### config.mk
export PLATFORM = sky130hd
export DESIGN_NAME = pod_dict_top
export DESIGN_NICKNAME = d
export VERILOG_FILES = /design/src/logic/pod_pkg.sv /design/src/logic/pod_dict_top.sv /design/src/logic/pod_nvm_mem.sv /design/src/logic/pod_range_chk.sv
export SDC_FILE = /design/constraint.sdc
export NUM_CORES = 1
export LEC_CHECK = 0
export BUFFER_PORTS_ARGS = -buffer_cell sky130_fd_sc_hd__clkbuf_2
export CAP_MARGIN = 5
export CORE_MARGIN = 2
export CORE_UTILIZATION = 55
export DETAILED_ROUTE_END_ITERATION = 10
export PLACE_DENSITY = 0.75
export SLEW_MARGIN = 20
export SYNTH_ARGS = -nofsm -noshare
export SYNTH_HDL_FRONTEND = slang
export SYNTH_HIERARCHICAL = 1
export SYNTH_SLANG_ARGS = --single-unit
### constraint.sdc
create_clock -name clock -period 3.4 [get_ports clock]
set_clock_uncertainty 0.15 [all_clocks]
set_input_delay 0.51 -clock clock [delete_from_list [all_inputs] [get_ports clock]]
set_output_delay 0.51 -clock clock [all_outputs]
set_load 0.02 [all_outputs]
### src/logic/pod_pkg.sv
// parameter object dictionary: shared types, object map and constants
// assumes one clock domain and a plain strobe register port
`default_nettype none
package pod_pkg;
    localparam int DATA_W = 32;
    localparam int NSLOT = 4;

    typedef struct packed {
        logic [15:0] index;
        logic [7:0] sub;
    } pod_addr_t;

    typedef enum logic [1:0] {
        DT_U8 = 2'b00,
        DT_U16 = 2'b01,
        DT_U32 = 2'b10,
        DT_STR = 2'b11
    } pod_dtype_t;

    // bit 0 read allowed, bit 1 write allowed
    typedef enum logic [1:0] {
        ACC_NONE = 2'b00,
        ACC_RO = 2'b01,
        ACC_WO = 2'b10,
        ACC_RW = 2'b11
    } pod_acc_t;

    typedef enum logic [2:0] {
        RC_OK = 3'b000,
        RC_NO_OBJ = 3'b001,
        RC_ACCESS = 3'b010,
        RC_MODE = 3'b011,
        RC_BUSY = 3'b100,
        RC_RANGE = 3'b101,
        RC_KEY = 3'b110
    } pod_code_t;

    typedef enum logic [1:0] {
        ST_IDLE = 2'b00,
        ST_RESTORE = 2'b01,
        ST_COPY_IN = 2'b10,
        ST_COPY_OUT = 2'b11
    } pod_state_t;

    typedef struct packed {
        logic ok;
        logic [2:0] slot;
        pod_dtype_t dtype;
        pod_acc_t acc;
        logic nvm;
        logic mode_dep;
        logic [31:0] lo;
        logic [31:0] hi;
    } pod_desc_t;

    typedef struct packed {
        logic [7:0] comm;
        logic [15:0] serial;
        logic [31:0] nonaxis;
        logic [15:0] axis;
    } pod_params_t;

    ////////////////////////////////////////////////////////////////////////////////
    // object addresses
    localparam logic [15:0] IDX_LOAD = 16'h2009;
    localparam logic [15:0] IDX_STORE = 16'h200A;
    localparam logic [15:0] IDX_COMM = 16'h2100;
    localparam logic [15:0] IDX_NONAXIS = 16'h2101;
    localparam logic [15:0] IDX_AXIS = 16'h2102;
    localparam logic [15:0] IDX_NAME = 16'h2103;
    localparam logic [15:0] IDX_STATUS = 16'h2104;
    localparam logic [7:0] SUB_NONE = 8'h00;
    localparam logic [7:0] SUB_ONE = 8'h01;
    localparam logic [7:0] SUB_TWO = 8'h02;

    // slots 0..3 are storable working parameters
    localparam logic [2:0] SLOT_COMM = 3'h0;
    localparam logic [2:0] SLOT_SERIAL = 3'h1;
    localparam logic [2:0] SLOT_NONAXIS = 3'h2;
    localparam logic [2:0] SLOT_AXIS = 3'h3;
    localparam logic [2:0] SLOT_LOAD = 3'h4;
    localparam logic [2:0] SLOT_STORE = 3'h5;
    localparam logic [2:0] SLOT_NAME = 3'h6;
    localparam logic [2:0] SLOT_STATUS = 3'h7;

    // command keys
    localparam logic [31:0] KEY_LOAD_COMM = 32'h0000_4050;
    localparam logic [15:0] KEY_STORE_COMM = 16'h165B;
    localparam logic [15:0] KEY_STORE_SERIAL = 16'h1CAE;
    localparam logic [15:0] KEY_STORE_NONAXIS = 16'h7405;
    localparam logic [15:0] KEY_STORE_AXIS = 16'h8137;

    // ranges
    localparam logic [31:0] LO_ZERO = 32'h0000_0000;
    localparam logic [31:0] HI_FULL = 32'hFFFF_FFFF;
    localparam logic [31:0] LO_COMM = 32'h0000_0001;
    localparam logic [31:0] HI_COMM = 32'h0000_007F;
    localparam logic [31:0] HI_SERIAL = 32'h0000_0FFF;
    localparam logic [31:0] HI_AXIS = 32'h0000_7FFF;

    // bit n set allows the mode-dependent object in operating mode n
    localparam logic [15:0] AXIS_MODE_MASK = 16'h0042;
    // name string, four ascii bytes, value is arbitrary
    localparam logic [31:0] NAME_VALUE = 32'h504F_4431;
    localparam logic [31:0] WORK_RESET = 32'h0000_0000;
    // factory image of the persistent store, values are arbitrary
    localparam logic [31:0] NVM_FACTORY = 32'h0000_0001;

    function automatic logic [31:0] pod_type_mask(input pod_dtype_t t);
        unique case (t)
            DT_U8: return 32'h0000_00FF;
            DT_U16: return 32'h0000_FFFF;
            DT_U32: return 32'hFFFF_FFFF;
            DT_STR: return 32'h0000_0000;
        endcase
    endfunction

    function automatic pod_desc_t pod_lookup(input pod_addr_t a);
        pod_desc_t d;
        d = '0;
        case (a)
            {IDX_LOAD, SUB_ONE}:
                d = '{1'b1, SLOT_LOAD, DT_U32, ACC_WO, 1'b0, 1'b0, LO_ZERO, HI_FULL};
            {IDX_STORE, SUB_ONE}:
                d = '{1'b1, SLOT_STORE, DT_U16, ACC_WO, 1'b0, 1'b0, LO_ZERO, HI_FULL};
            {IDX_COMM, SUB_ONE}:
                d = '{1'b1, SLOT_COMM, DT_U8, ACC_RW, 1'b1, 1'b0, LO_COMM, HI_COMM};
            {IDX_COMM, SUB_TWO}:
                d = '{1'b1, SLOT_SERIAL, DT_U16, ACC_RW, 1'b1, 1'b0, LO_ZERO, HI_SERIAL};
            {IDX_NONAXIS, SUB_NONE}:
                d = '{1'b1, SLOT_NONAXIS, DT_U32, ACC_RW, 1'b1, 1'b0, LO_ZERO, HI_FULL};
            {IDX_AXIS, SUB_ONE}:
                d = '{1'b1, SLOT_AXIS, DT_U16, ACC_RW, 1'b1, 1'b1, LO_ZERO, HI_AXIS};
            {IDX_NAME, SUB_NONE}:
                d = '{1'b1, SLOT_NAME, DT_STR, ACC_RO, 1'b0, 1'b0, LO_ZERO, HI_FULL};
            {IDX_STATUS, SUB_NONE}:
                d = '{1'b1, SLOT_STATUS, DT_U8, ACC_RO, 1'b0, 1'b0, LO_ZERO, HI_FULL};
            default:
                d = '0;
        endcase
        return d;
    endfunction
endpackage
`default_nettype wire

### src/logic/pod_dict_top.sv
// object dictionary front end with persistent load and store commands
// assumes a strobe register port with read data one cycle after the read strobe
//
// What this block does
// objects are addressed by index and sub-index; no sub-index means sub zero
// each object holds one fixed type: 8, 16, 32 bit integer or string
// values outside an object's usable range are refused
// reads or writes not allowed by the access attribute are refused
// mode-dependent objects are reachable only in their named operating modes
// storable objects are restored from the persistent store at power up
// load key 4050 copies the communication group from store to working copy
// store key 165B saves the communication group to the persistent store
// store key 1CAE saves the serial-port group to the persistent store
// store key 7405 saves every parameter not tied to an axis
// store key 8137 saves all axis parameters
// unknown keys are refused and start no store transfer
//
// Implementation choices: the register offsets and strobed register access.
`default_nettype none
module pod_dict_top (
    input wire logic clock,
    input wire logic reset_n,
    input wire pod_pkg::pod_addr_t bus_addr,
    input wire logic [31:0] bus_wdata,
    input wire logic bus_wr,
    input wire logic bus_rd,
    output logic [31:0] bus_rdata,
    input wire logic [7:0] drive_mode,
    output pod_pkg::pod_params_t params,
    output logic busy,
    output pod_pkg::pod_code_t last_code
);
    import pod_pkg::*;

    pod_state_t state_reg;
    logic [1:0] idx_reg;
    logic [1:0] last_reg;
    logic [31:0] working_reg [NSLOT];
    pod_code_t code_reg;
    logic [31:0] rdata_reg;

    pod_desc_t desc;
    logic rng_ok;
    logic mode_ok;
    logic store_key_ok;
    logic [1:0] store_first;
    logic [1:0] store_last;
    pod_code_t wr_code;
    pod_code_t rd_code;
    logic wr_take;
    logic [31:0] nvm_rdata;
    logic nvm_we;

    ////////////////////////////////////////////////////////////////////////////////
    // object decode
    assign desc = pod_lookup(bus_addr);

    pod_range_chk #(
        .W(DATA_W)
    ) u_range (
        .value(bus_wdata),
        .type_mask(pod_type_mask(desc.dtype)),
        .lo(desc.lo),
        .hi(desc.hi),
        .ok(rng_ok)
    );

    // operating modes above fifteen never open a mode-dependent object
    assign mode_ok = !desc.mode_dep ||
        ((drive_mode[7:4] == 4'h0) && AXIS_MODE_MASK[drive_mode[3:0]]);

    always_comb begin
        store_key_ok = 1'b1;
        store_first = SLOT_COMM[1:0];
        store_last = SLOT_COMM[1:0];
        unique case (bus_wdata[15:0])
            KEY_STORE_COMM: begin
                store_first = SLOT_COMM[1:0];
                store_last = SLOT_COMM[1:0];
            end
            KEY_STORE_SERIAL: begin
                store_first = SLOT_SERIAL[1:0];
                store_last = SLOT_SERIAL[1:0];
            end
            KEY_STORE_NONAXIS: begin
                store_first = SLOT_COMM[1:0];
                store_last = SLOT_NONAXIS[1:0];
            end
            KEY_STORE_AXIS: begin
                store_first = SLOT_AXIS[1:0];
                store_last = SLOT_AXIS[1:0];
            end
            default: begin
                store_key_ok = 1'b0;
            end
        endcase
    end

    // checks run in a fixed order: existence, access, mode, busy, range, key
    always_comb begin
        wr_code = RC_OK;
        if (!desc.ok) begin
            wr_code = RC_NO_OBJ;
        end else if (!desc.acc[1]) begin
            wr_code = RC_ACCESS;
        end else if (!mode_ok) begin
            wr_code = RC_MODE;
        end else if (busy) begin
            wr_code = RC_BUSY;
        end else if (!rng_ok) begin
            wr_code = RC_RANGE;
        end else if (desc.slot == SLOT_LOAD && bus_wdata != KEY_LOAD_COMM) begin
            wr_code = RC_KEY;
        end else if (desc.slot == SLOT_STORE && !store_key_ok) begin
            wr_code = RC_KEY;
        end
    end

    always_comb begin
        rd_code = RC_OK;
        if (!desc.ok) begin
            rd_code = RC_NO_OBJ;
        end else if (!desc.acc[0]) begin
            rd_code = RC_ACCESS;
        end else if (!mode_ok) begin
            rd_code = RC_MODE;
        end
    end

    assign wr_take = bus_wr && (wr_code == RC_OK);

    ////////////////////////////////////////////////////////////////////////////////
    // transfer engine between working copy and persistent store
    always_ff @(posedge clock or negedge reset_n) begin
        if (!reset_n) begin
            state_reg <= ST_RESTORE;
            idx_reg <= SLOT_COMM[1:0];
            last_reg <= SLOT_AXIS[1:0];
        end else begin
            unique case (state_reg)
                ST_IDLE: begin
                    if (wr_take && desc.slot == SLOT_LOAD) begin
                        state_reg <= ST_COPY_IN;
                        idx_reg <= SLOT_COMM[1:0];
                        last_reg <= SLOT_COMM[1:0];
                    end else if (wr_take && desc.slot == SLOT_STORE) begin
                        state_reg <= ST_COPY_OUT;
                        idx_reg <= store_first;
                        last_reg <= store_last;
                    end
                end
                ST_RESTORE, ST_COPY_IN, ST_COPY_OUT: begin
                    if (idx_reg == last_reg) begin
                        state_reg <= ST_IDLE;
                    end else begin
                        idx_reg <= idx_reg + 2'd1;
                    end
                end
            endcase
        end
    end

    assign busy = (state_reg != ST_IDLE);
    assign nvm_we = (state_reg == ST_COPY_OUT);

    pod_nvm_mem u_nvm (
        .clock(clock),
        .reset_n(reset_n),
        .we(nvm_we),
        .waddr(idx_reg),
        .wdata(working_reg[idx_reg]),
        .raddr(idx_reg),
        .rdata(nvm_rdata)
    );

    ////////////////////////////////////////////////////////////////////////////////
    // working copy
    always_ff @(posedge clock or negedge reset_n) begin
        if (!reset_n) begin
            for (int i = 0; i < NSLOT; i++) begin
                working_reg[i] <= WORK_RESET;
            end
        end else if (state_reg == ST_RESTORE || state_reg == ST_COPY_IN) begin
            working_reg[idx_reg] <= nvm_rdata;
        end else if (wr_take && !desc.slot[2]) begin
            working_reg[desc.slot[1:0]] <= bus_wdata;
        end
    end

    assign params.comm = working_reg[SLOT_COMM[1:0]][7:0];
    assign params.serial = working_reg[SLOT_SERIAL[1:0]][15:0];
    assign params.nonaxis = working_reg[SLOT_NONAXIS[1:0]];
    assign params.axis = working_reg[SLOT_AXIS[1:0]][15:0];

    ////////////////////////////////////////////////////////////////////////////////
    // result code and read data
    // reading the result object leaves it alone so software can fetch it afterwards
    always_ff @(posedge clock or negedge reset_n) begin
        if (!reset_n) begin
            code_reg <= RC_OK;
        end else if (bus_wr) begin
            code_reg <= wr_code;
        end else if (bus_rd && desc.slot != SLOT_STATUS) begin
            code_reg <= rd_code;
        end
    end

    assign last_code = code_reg;

    always_ff @(posedge clock or negedge reset_n) begin
        if (!reset_n) begin
            rdata_reg <= WORK_RESET;
        end else if (bus_rd && rd_code == RC_OK) begin
            if (!desc.slot[2]) begin
                rdata_reg <= working_reg[desc.slot[1:0]];
            end else if (desc.slot == SLOT_NAME) begin
                rdata_reg <= NAME_VALUE;
            end else begin
                rdata_reg <= DATA_W'({busy, code_reg});
            end
        end else begin
            rdata_reg <= WORK_RESET;
        end
    end

    assign bus_rdata = rdata_reg;

    ////////////////////////////////////////////////////////////////////////////////
    // checks
    a_sub_index: assert property (@(posedge clock) disable iff (!reset_n)
        (bus_wr && bus_addr.index == IDX_NONAXIS && bus_addr.sub != SUB_NONE)
        |=> (last_code == RC_NO_OBJ))
        else $error("sub-index on a plain object was accepted");

    a_type_width: assert property (@(posedge clock) disable iff (!reset_n)
        (bus_wr && bus_addr == {IDX_AXIS, SUB_ONE} && bus_wdata[31:16] != 16'h0000)
        |=> (last_code != RC_OK) && $stable(working_reg[SLOT_AXIS[1:0]]))
        else $error("value wider than the object type was taken");

    a_range_refuse: assert property (@(posedge clock) disable iff (!reset_n)
        (bus_wr && !busy && bus_addr == {IDX_COMM, SUB_ONE} && bus_wdata > HI_COMM)
        |=> (last_code == RC_RANGE) && $stable(working_reg[SLOT_COMM[1:0]]))
        else $error("out of range value was stored");

    a_wo_read_zero: assert property (@(posedge clock) disable iff (!reset_n)
        (bus_rd && bus_addr == {IDX_LOAD, SUB_ONE})
        |=> (bus_rdata == WORK_RESET) && (last_code == RC_ACCESS))
        else $error("write-only object returned data");

    a_mode_gate: assert property (@(posedge clock) disable iff (!reset_n)
        (bus_wr && !busy && bus_addr == {IDX_AXIS, SUB_ONE} && drive_mode[7:4] != 4'h0)
        |=> (last_code == RC_MODE) && $stable(working_reg[SLOT_AXIS[1:0]]))
        else $error("mode-dependent object written in a closed mode");

    a_restore_copy: assert property (@(posedge clock) disable iff (!reset_n)
        // the release edge itself still sits in reset, so no copy happens there
        (reset_n && state_reg == ST_RESTORE)
        |=> (working_reg[$past(idx_reg)] == $past(nvm_rdata)) ##[0:3] (state_reg == ST_IDLE))
        else $error("power-up restore did not copy the store");

    a_load_comm: assert property (@(posedge clock) disable iff (!reset_n)
        (bus_wr && !busy && bus_addr == {IDX_LOAD, SUB_ONE} && bus_wdata == KEY_LOAD_COMM)
        |=> (state_reg == ST_COPY_IN && idx_reg == SLOT_COMM[1:0]) ##1 (state_reg == ST_IDLE))
        else $error("load key did not copy the communication group");

    a_store_comm: assert property (@(posedge clock) disable iff (!reset_n)
        (wr_take && desc.slot == SLOT_STORE && bus_wdata[15:0] == KEY_STORE_COMM)
        |=> nvm_we && (idx_reg == SLOT_COMM[1:0]) ##1 !nvm_we)
        else $error("communication store missing");

    a_store_serial: assert property (@(posedge clock) disable iff (!reset_n)
        (wr_take && desc.slot == SLOT_STORE && bus_wdata[15:0] == KEY_STORE_SERIAL)
        |=> nvm_we && (idx_reg == SLOT_SERIAL[1:0]) ##1 !nvm_we)
        else $error("serial-port store missing");

    a_store_nonaxis: assert property (@(posedge clock) disable iff (!reset_n)
        (wr_take && desc.slot == SLOT_STORE && bus_wdata[15:0] == KEY_STORE_NONAXIS)
        |=> nvm_we [*3] ##1 !nvm_we)
        else $error("non-axis store did not write three words");

    a_store_axis: assert property (@(posedge clock) disable iff (!reset_n)
        (wr_take && desc.slot == SLOT_STORE && bus_wdata[15:0] == KEY_STORE_AXIS)
        |=> nvm_we && (idx_reg == SLOT_AXIS[1:0]) ##1 !nvm_we)
        else $error("axis store missing");

    a_bad_key: assert property (@(posedge clock) disable iff (!reset_n)
        (bus_wr && !busy && bus_addr == {IDX_STORE, SUB_ONE} && !store_key_ok)
        |=> (state_reg == ST_IDLE) && !nvm_we && (last_code == RC_KEY))
        else $error("unknown key started a transfer");

    c_load: cover property (@(posedge clock) disable iff (!reset_n)
        (state_reg == ST_COPY_IN));
    c_store_three: cover property (@(posedge clock) disable iff (!reset_n)
        nvm_we [*3]);
    c_key_refused: cover property (@(posedge clock) disable iff (!reset_n)
        (bus_wr && wr_code == RC_KEY));
    c_mode_refused: cover property (@(posedge clock) disable iff (!reset_n)
        (bus_wr && wr_code == RC_MODE));
endmodule
`default_nettype wire

### src/logic/pod_nvm_mem.sv
// persistent store array, one word per storable slot
// assumes a single writer; read is combinational from the array
`default_nettype none
module pod_nvm_mem (
    input wire logic clock,
    input wire logic reset_n,
    input wire logic we,
    input wire logic [1:0] waddr,
    input wire logic [31:0] wdata,
    input wire logic [1:0] raddr,
    output logic [31:0] rdata
);
    import pod_pkg::*;

    logic [31:0] mem_reg [NSLOT];

    // reset stands in for the factory image; a real part maps this onto the macro
    always_ff @(posedge clock or negedge reset_n) begin
        if (!reset_n) begin
            for (int i = 0; i < NSLOT; i++) begin
                mem_reg[i] <= NVM_FACTORY;
            end
        end else if (we) begin
            mem_reg[waddr] <= wdata;
        end
    end

    assign rdata = mem_reg[raddr];
endmodule
`default_nettype wire

### src/logic/pod_range_chk.sv
// value check against a data type width and a usable range
// assumes lo <= hi and both fit inside the type mask
`default_nettype none
module pod_range_chk #(
    parameter int W = 32
) (
    input wire logic [W-1:0] value,
    input wire logic [W-1:0] type_mask,
    input wire logic [W-1:0] lo,
    input wire logic [W-1:0] hi,
    output logic ok
);
    // bits above the type width make the value foreign to the object
    assign ok = ((value & ~type_mask) == '0) && (value >= lo) && (value <= hi);
endmodule
`default_nettype wire
==> impl_metrics.yaml <==
detailed_routing:
  vias: 15680
  drtIter0Drc: 1717
  ant_nets: 0
  dr.pass1.iters: 5
  avgViaCountPerCell: 6.541
  drc: 0
  finalWirelength_um: 60460
  wire_per_inst_um: 25.22
finish:
  nets: 2070
  final_cell_mix: "dfrtp_1, clkbuf_2, buf_4"
  stdcell_count: 2397
  drive_gt1_share_pct: 44.60
  syn_to_final_growth_pct: 26.05
  diodes: 0
  layout_commonest_cell: "dfrtp_1"
  largest_register_ffs: 128
pwr:
  powerDensity_nw_per_um2: 328.5
  comb_power_share_pct: 7.2
  peakVddDrop_mv: 0.4224
  power.internal_mw: 5.794
  switching_share_pct: 23.68
  p_leak_nw: 10.54
  p_switching_mw: 1.798
  seqPwrFrac_pct: 46.6
  clock_power_share_pct: 46.2
sta:
  fmax_mhz: 211.4
  final_period_minus_worst_setup_slack_ps: 4730
  tightestPinTransition_ps: 1206
  slew_headroom_pct: 19.41
  drv_slew: 0
  hold_violations: 0
  setup_ws_ps: -1330
  rsz0062_at_grt: "yes"
  finalSetupViolCount: 137
  finalCritPeriodShare_pct: 139.1
synth:
  synthTopCellsByArea: "dfrtp_1, mux2_2, mux4_2, ha_1, buf_4"
  ys_seq_elements: 297
  syn-cell-area_sq_um: 18340
  ys_warn_count: 6
  yosys.area.top_type: "dfrtp_1"
  yosysSeqAreaShare_pct: 40.58
  synth_edf_count: 0
  yosysUniqueCellTypes: 83
  ys_async_sr_fraction_pct: 100.0
  yosys.area.top_type_share_pct: 39.58
  ys.flop_type: "dfrtp_1"
  synth_area_per_cell_sq_um: 11.07
  postSynthCellCount: 1656
run_status:
  status: "complete, but fails checks"
  violations: "setup timing"
worst_setup_path:
  crit_path_end_kind: "flop"
  path_max_fanout: 7
  critPathRequiredTime_ps: 3710
  cpMostUsedCell: "nand4_1"
  path_cells: "clkbuf_2 > nor4_4 > nand4b_1 > or3_4 > nor4b_4 > nand2b_4 > inv_2 > ha_4 > nand4_1 > nor2_1 > a22o_1 > o41ai_4 > nand4_1 > a32oi_2 > nand3_1 > nor3b_2 > o211a_2 > o22a_4 > buf_6 > clkbuf_16 > mux2_4"
  start_kind: "primary input"
  worstPathArrival_ps: 5030
  crit_buf_inv: 4
  slowest_delay_ps: 440
  critPathTopFamily: "simple AND/OR/NAND/NOR gates"
  crit_type: "in -> reg"
  reg2reg_depth: 10
  slowest_stage: "or3_4"
  cp.depth: 21
global_route:
  antenna_found_initial: 0
  use_met2_pct: 54.15
  grt_use_met1_pct: 43.35
  grt_max_degree: 88
  track_usage_pct: 33.60
  grt_pass1_vias: 15960
  use_met3_pct: 7.768
  busiest_layer: "met2"
  grt_pass1_wl_um: 92150
  overflow: 0
job:
  cap_violations: 0
clock_network:
  clk_latency_ps: 580
  cts_buffers: 31
  htreeDepth: 1
  clk_pin_slew_ps: 60
  cts_tree: "built"
  cts_sinks: 297
  cts_root_buf: "clkbuf_16"
  clk_path_buf_depth: 3
min_path:
  holdPathStages: 2
  hp-class: "in -> reg"
floorplan:
  die_area_sq_um: 34820
  rows: 66
  start_util_pct: 56.07
  coreArea_sq_um: 32700
  pin_count: 176
  die_h_um: 186.6
  die_x_um: 186.6
placement:
  gp_congestion: 0.8832
  pre_cts_slack_ps: -1975
  place_inst: 2296
  io_buffers: 175
  dp.final_hpwl_um: 37860
power by group through the flow:
stage | clock network, mW | logic, mW | registers [mW]
CTS | 3.50 | 0.514 | 3.54
global route | 3.69 | 0.597 | 3.53
global placement | 0 | 0.482 | 3.60
floorplan | 0 | 0.204 | 3.60
detailed placement | 0 | 0.500 | 3.60
finish | 3.51 | 0.546 | 3.54
kinds of logic after synthesis:
kind of cell	share of synthesized area [%]
xor+xnor	0.3344
other cells	0.02045
mux	22.12
compound gates	13.93
simple gates	10.49
flops	40.58
buf+inv	7.608
fa+ha+maj	4.913
timing repair:
item,CTS,global route
hold buffers,1,0
gates cloned,11,1
buffers inserted,24,13
pin swaps,23,12
endpoints found under the setup margin,137,137
endpoints found under the hold margin,76,0
gates resized for setup,126,49
cell type report:
type,instances,area [sq um]
Fill cell,2240,9589
Sequential cell,297,7448
Timing Repair Buffer,388,3107
Clock inverter,11,131.4
Tap cell,442,553.0
Multi-Input combinational cell,1111,10570
Inverter,101,379.1
Clock buffer,47,925.9
layer usage:
| metal | part of all wire [%] | wire, um | up-vias |
|---|---|---|---|
| met1 | 38 | 22750 | 7834 |
| met3 | 11 | 6410 | 226 |
| met4 | 4.8 | 2915 | 0 |
| li1 | - | - | 6586 |
| met2 | 47 | 28380 | 1033 |
| met5 | 0 | 0 | - |
worst register-to-register path: stages, from the launching register on:
cell,delay (ps)
dfstp_2,560
inv_1,50
ha_1,530
buf_4,390
nand2_2,120
o31ai_1,190
o2111ai_4,330
buf_12,260
buf_4,140
nand2_1,60
a31oi_1,80
synthesized netlist by cell type, types with 4 or more instances:
cell type,number
nand2b_1,12
nor2b_1,37
mux4_2,64
and3_1,6
o21ai_0,45
nor4_1,14
inv_1,101
o22ai_1,25
or3_1,4
and4_1,5
a32o_1,4
mux2i_1,13
nand3b_1,4
a31oi_1,22
xor2_1,5
dfstp_2,7
clkbuf_1,63
buf_1,10
nand4_1,14
o31ai_1,6
nand3_1,42
nand2_1,101
dfrtp_1,290
a21oi_1,70
buf_2,23
a21o_1,21
buf_4,79
a22oi_1,21
mux2_2,180
nor3_1,19
nor2_1,56
a211oi_1,4
mux2_4,29
ha_1,72
a22o_1,64
o211ai_1,5
a32oi_1,12
a2bb2oi_1,31
stage by stage:
step | power, mW | area, sq um | util [%] | TNS (ps) | hold WS, ps
2_1_floorplan | 3.806 | 18690 | - | -179560 | 64.41
3_3_place_gp | 4.082 | 20690 | 63.26 | -241170 | 312.3
3_5_place_dp | 4.100 | 20690 | 63.26 | -252520 | 328.3
4_1_cts | 7.550 | 22730 | 69.52 | -132240 | 88.99
5_1_grt | 7.823 | 23110 | 70.68 | -180280 | 103.1
6_report | 7.592 | 23110 | 70.68 | -164150 | 83.67
final timing paths:
kind / start / end / slack, ps
min: bus_wr / last_code[0] / 80
min in group asynchronous: reset_n / params[70] / 380
min reg2reg: u_nvm/mem_reg[125] / u_nvm/mem_reg[125] / 340
max reg2reg: state_reg[0] / working_reg[25] / 390
max in group asynchronous: reset_n / bus_rdata[28] / 1750
max: bus_addr[4] / working_reg[92] / -1330
(Power assumes the default switching activity.)
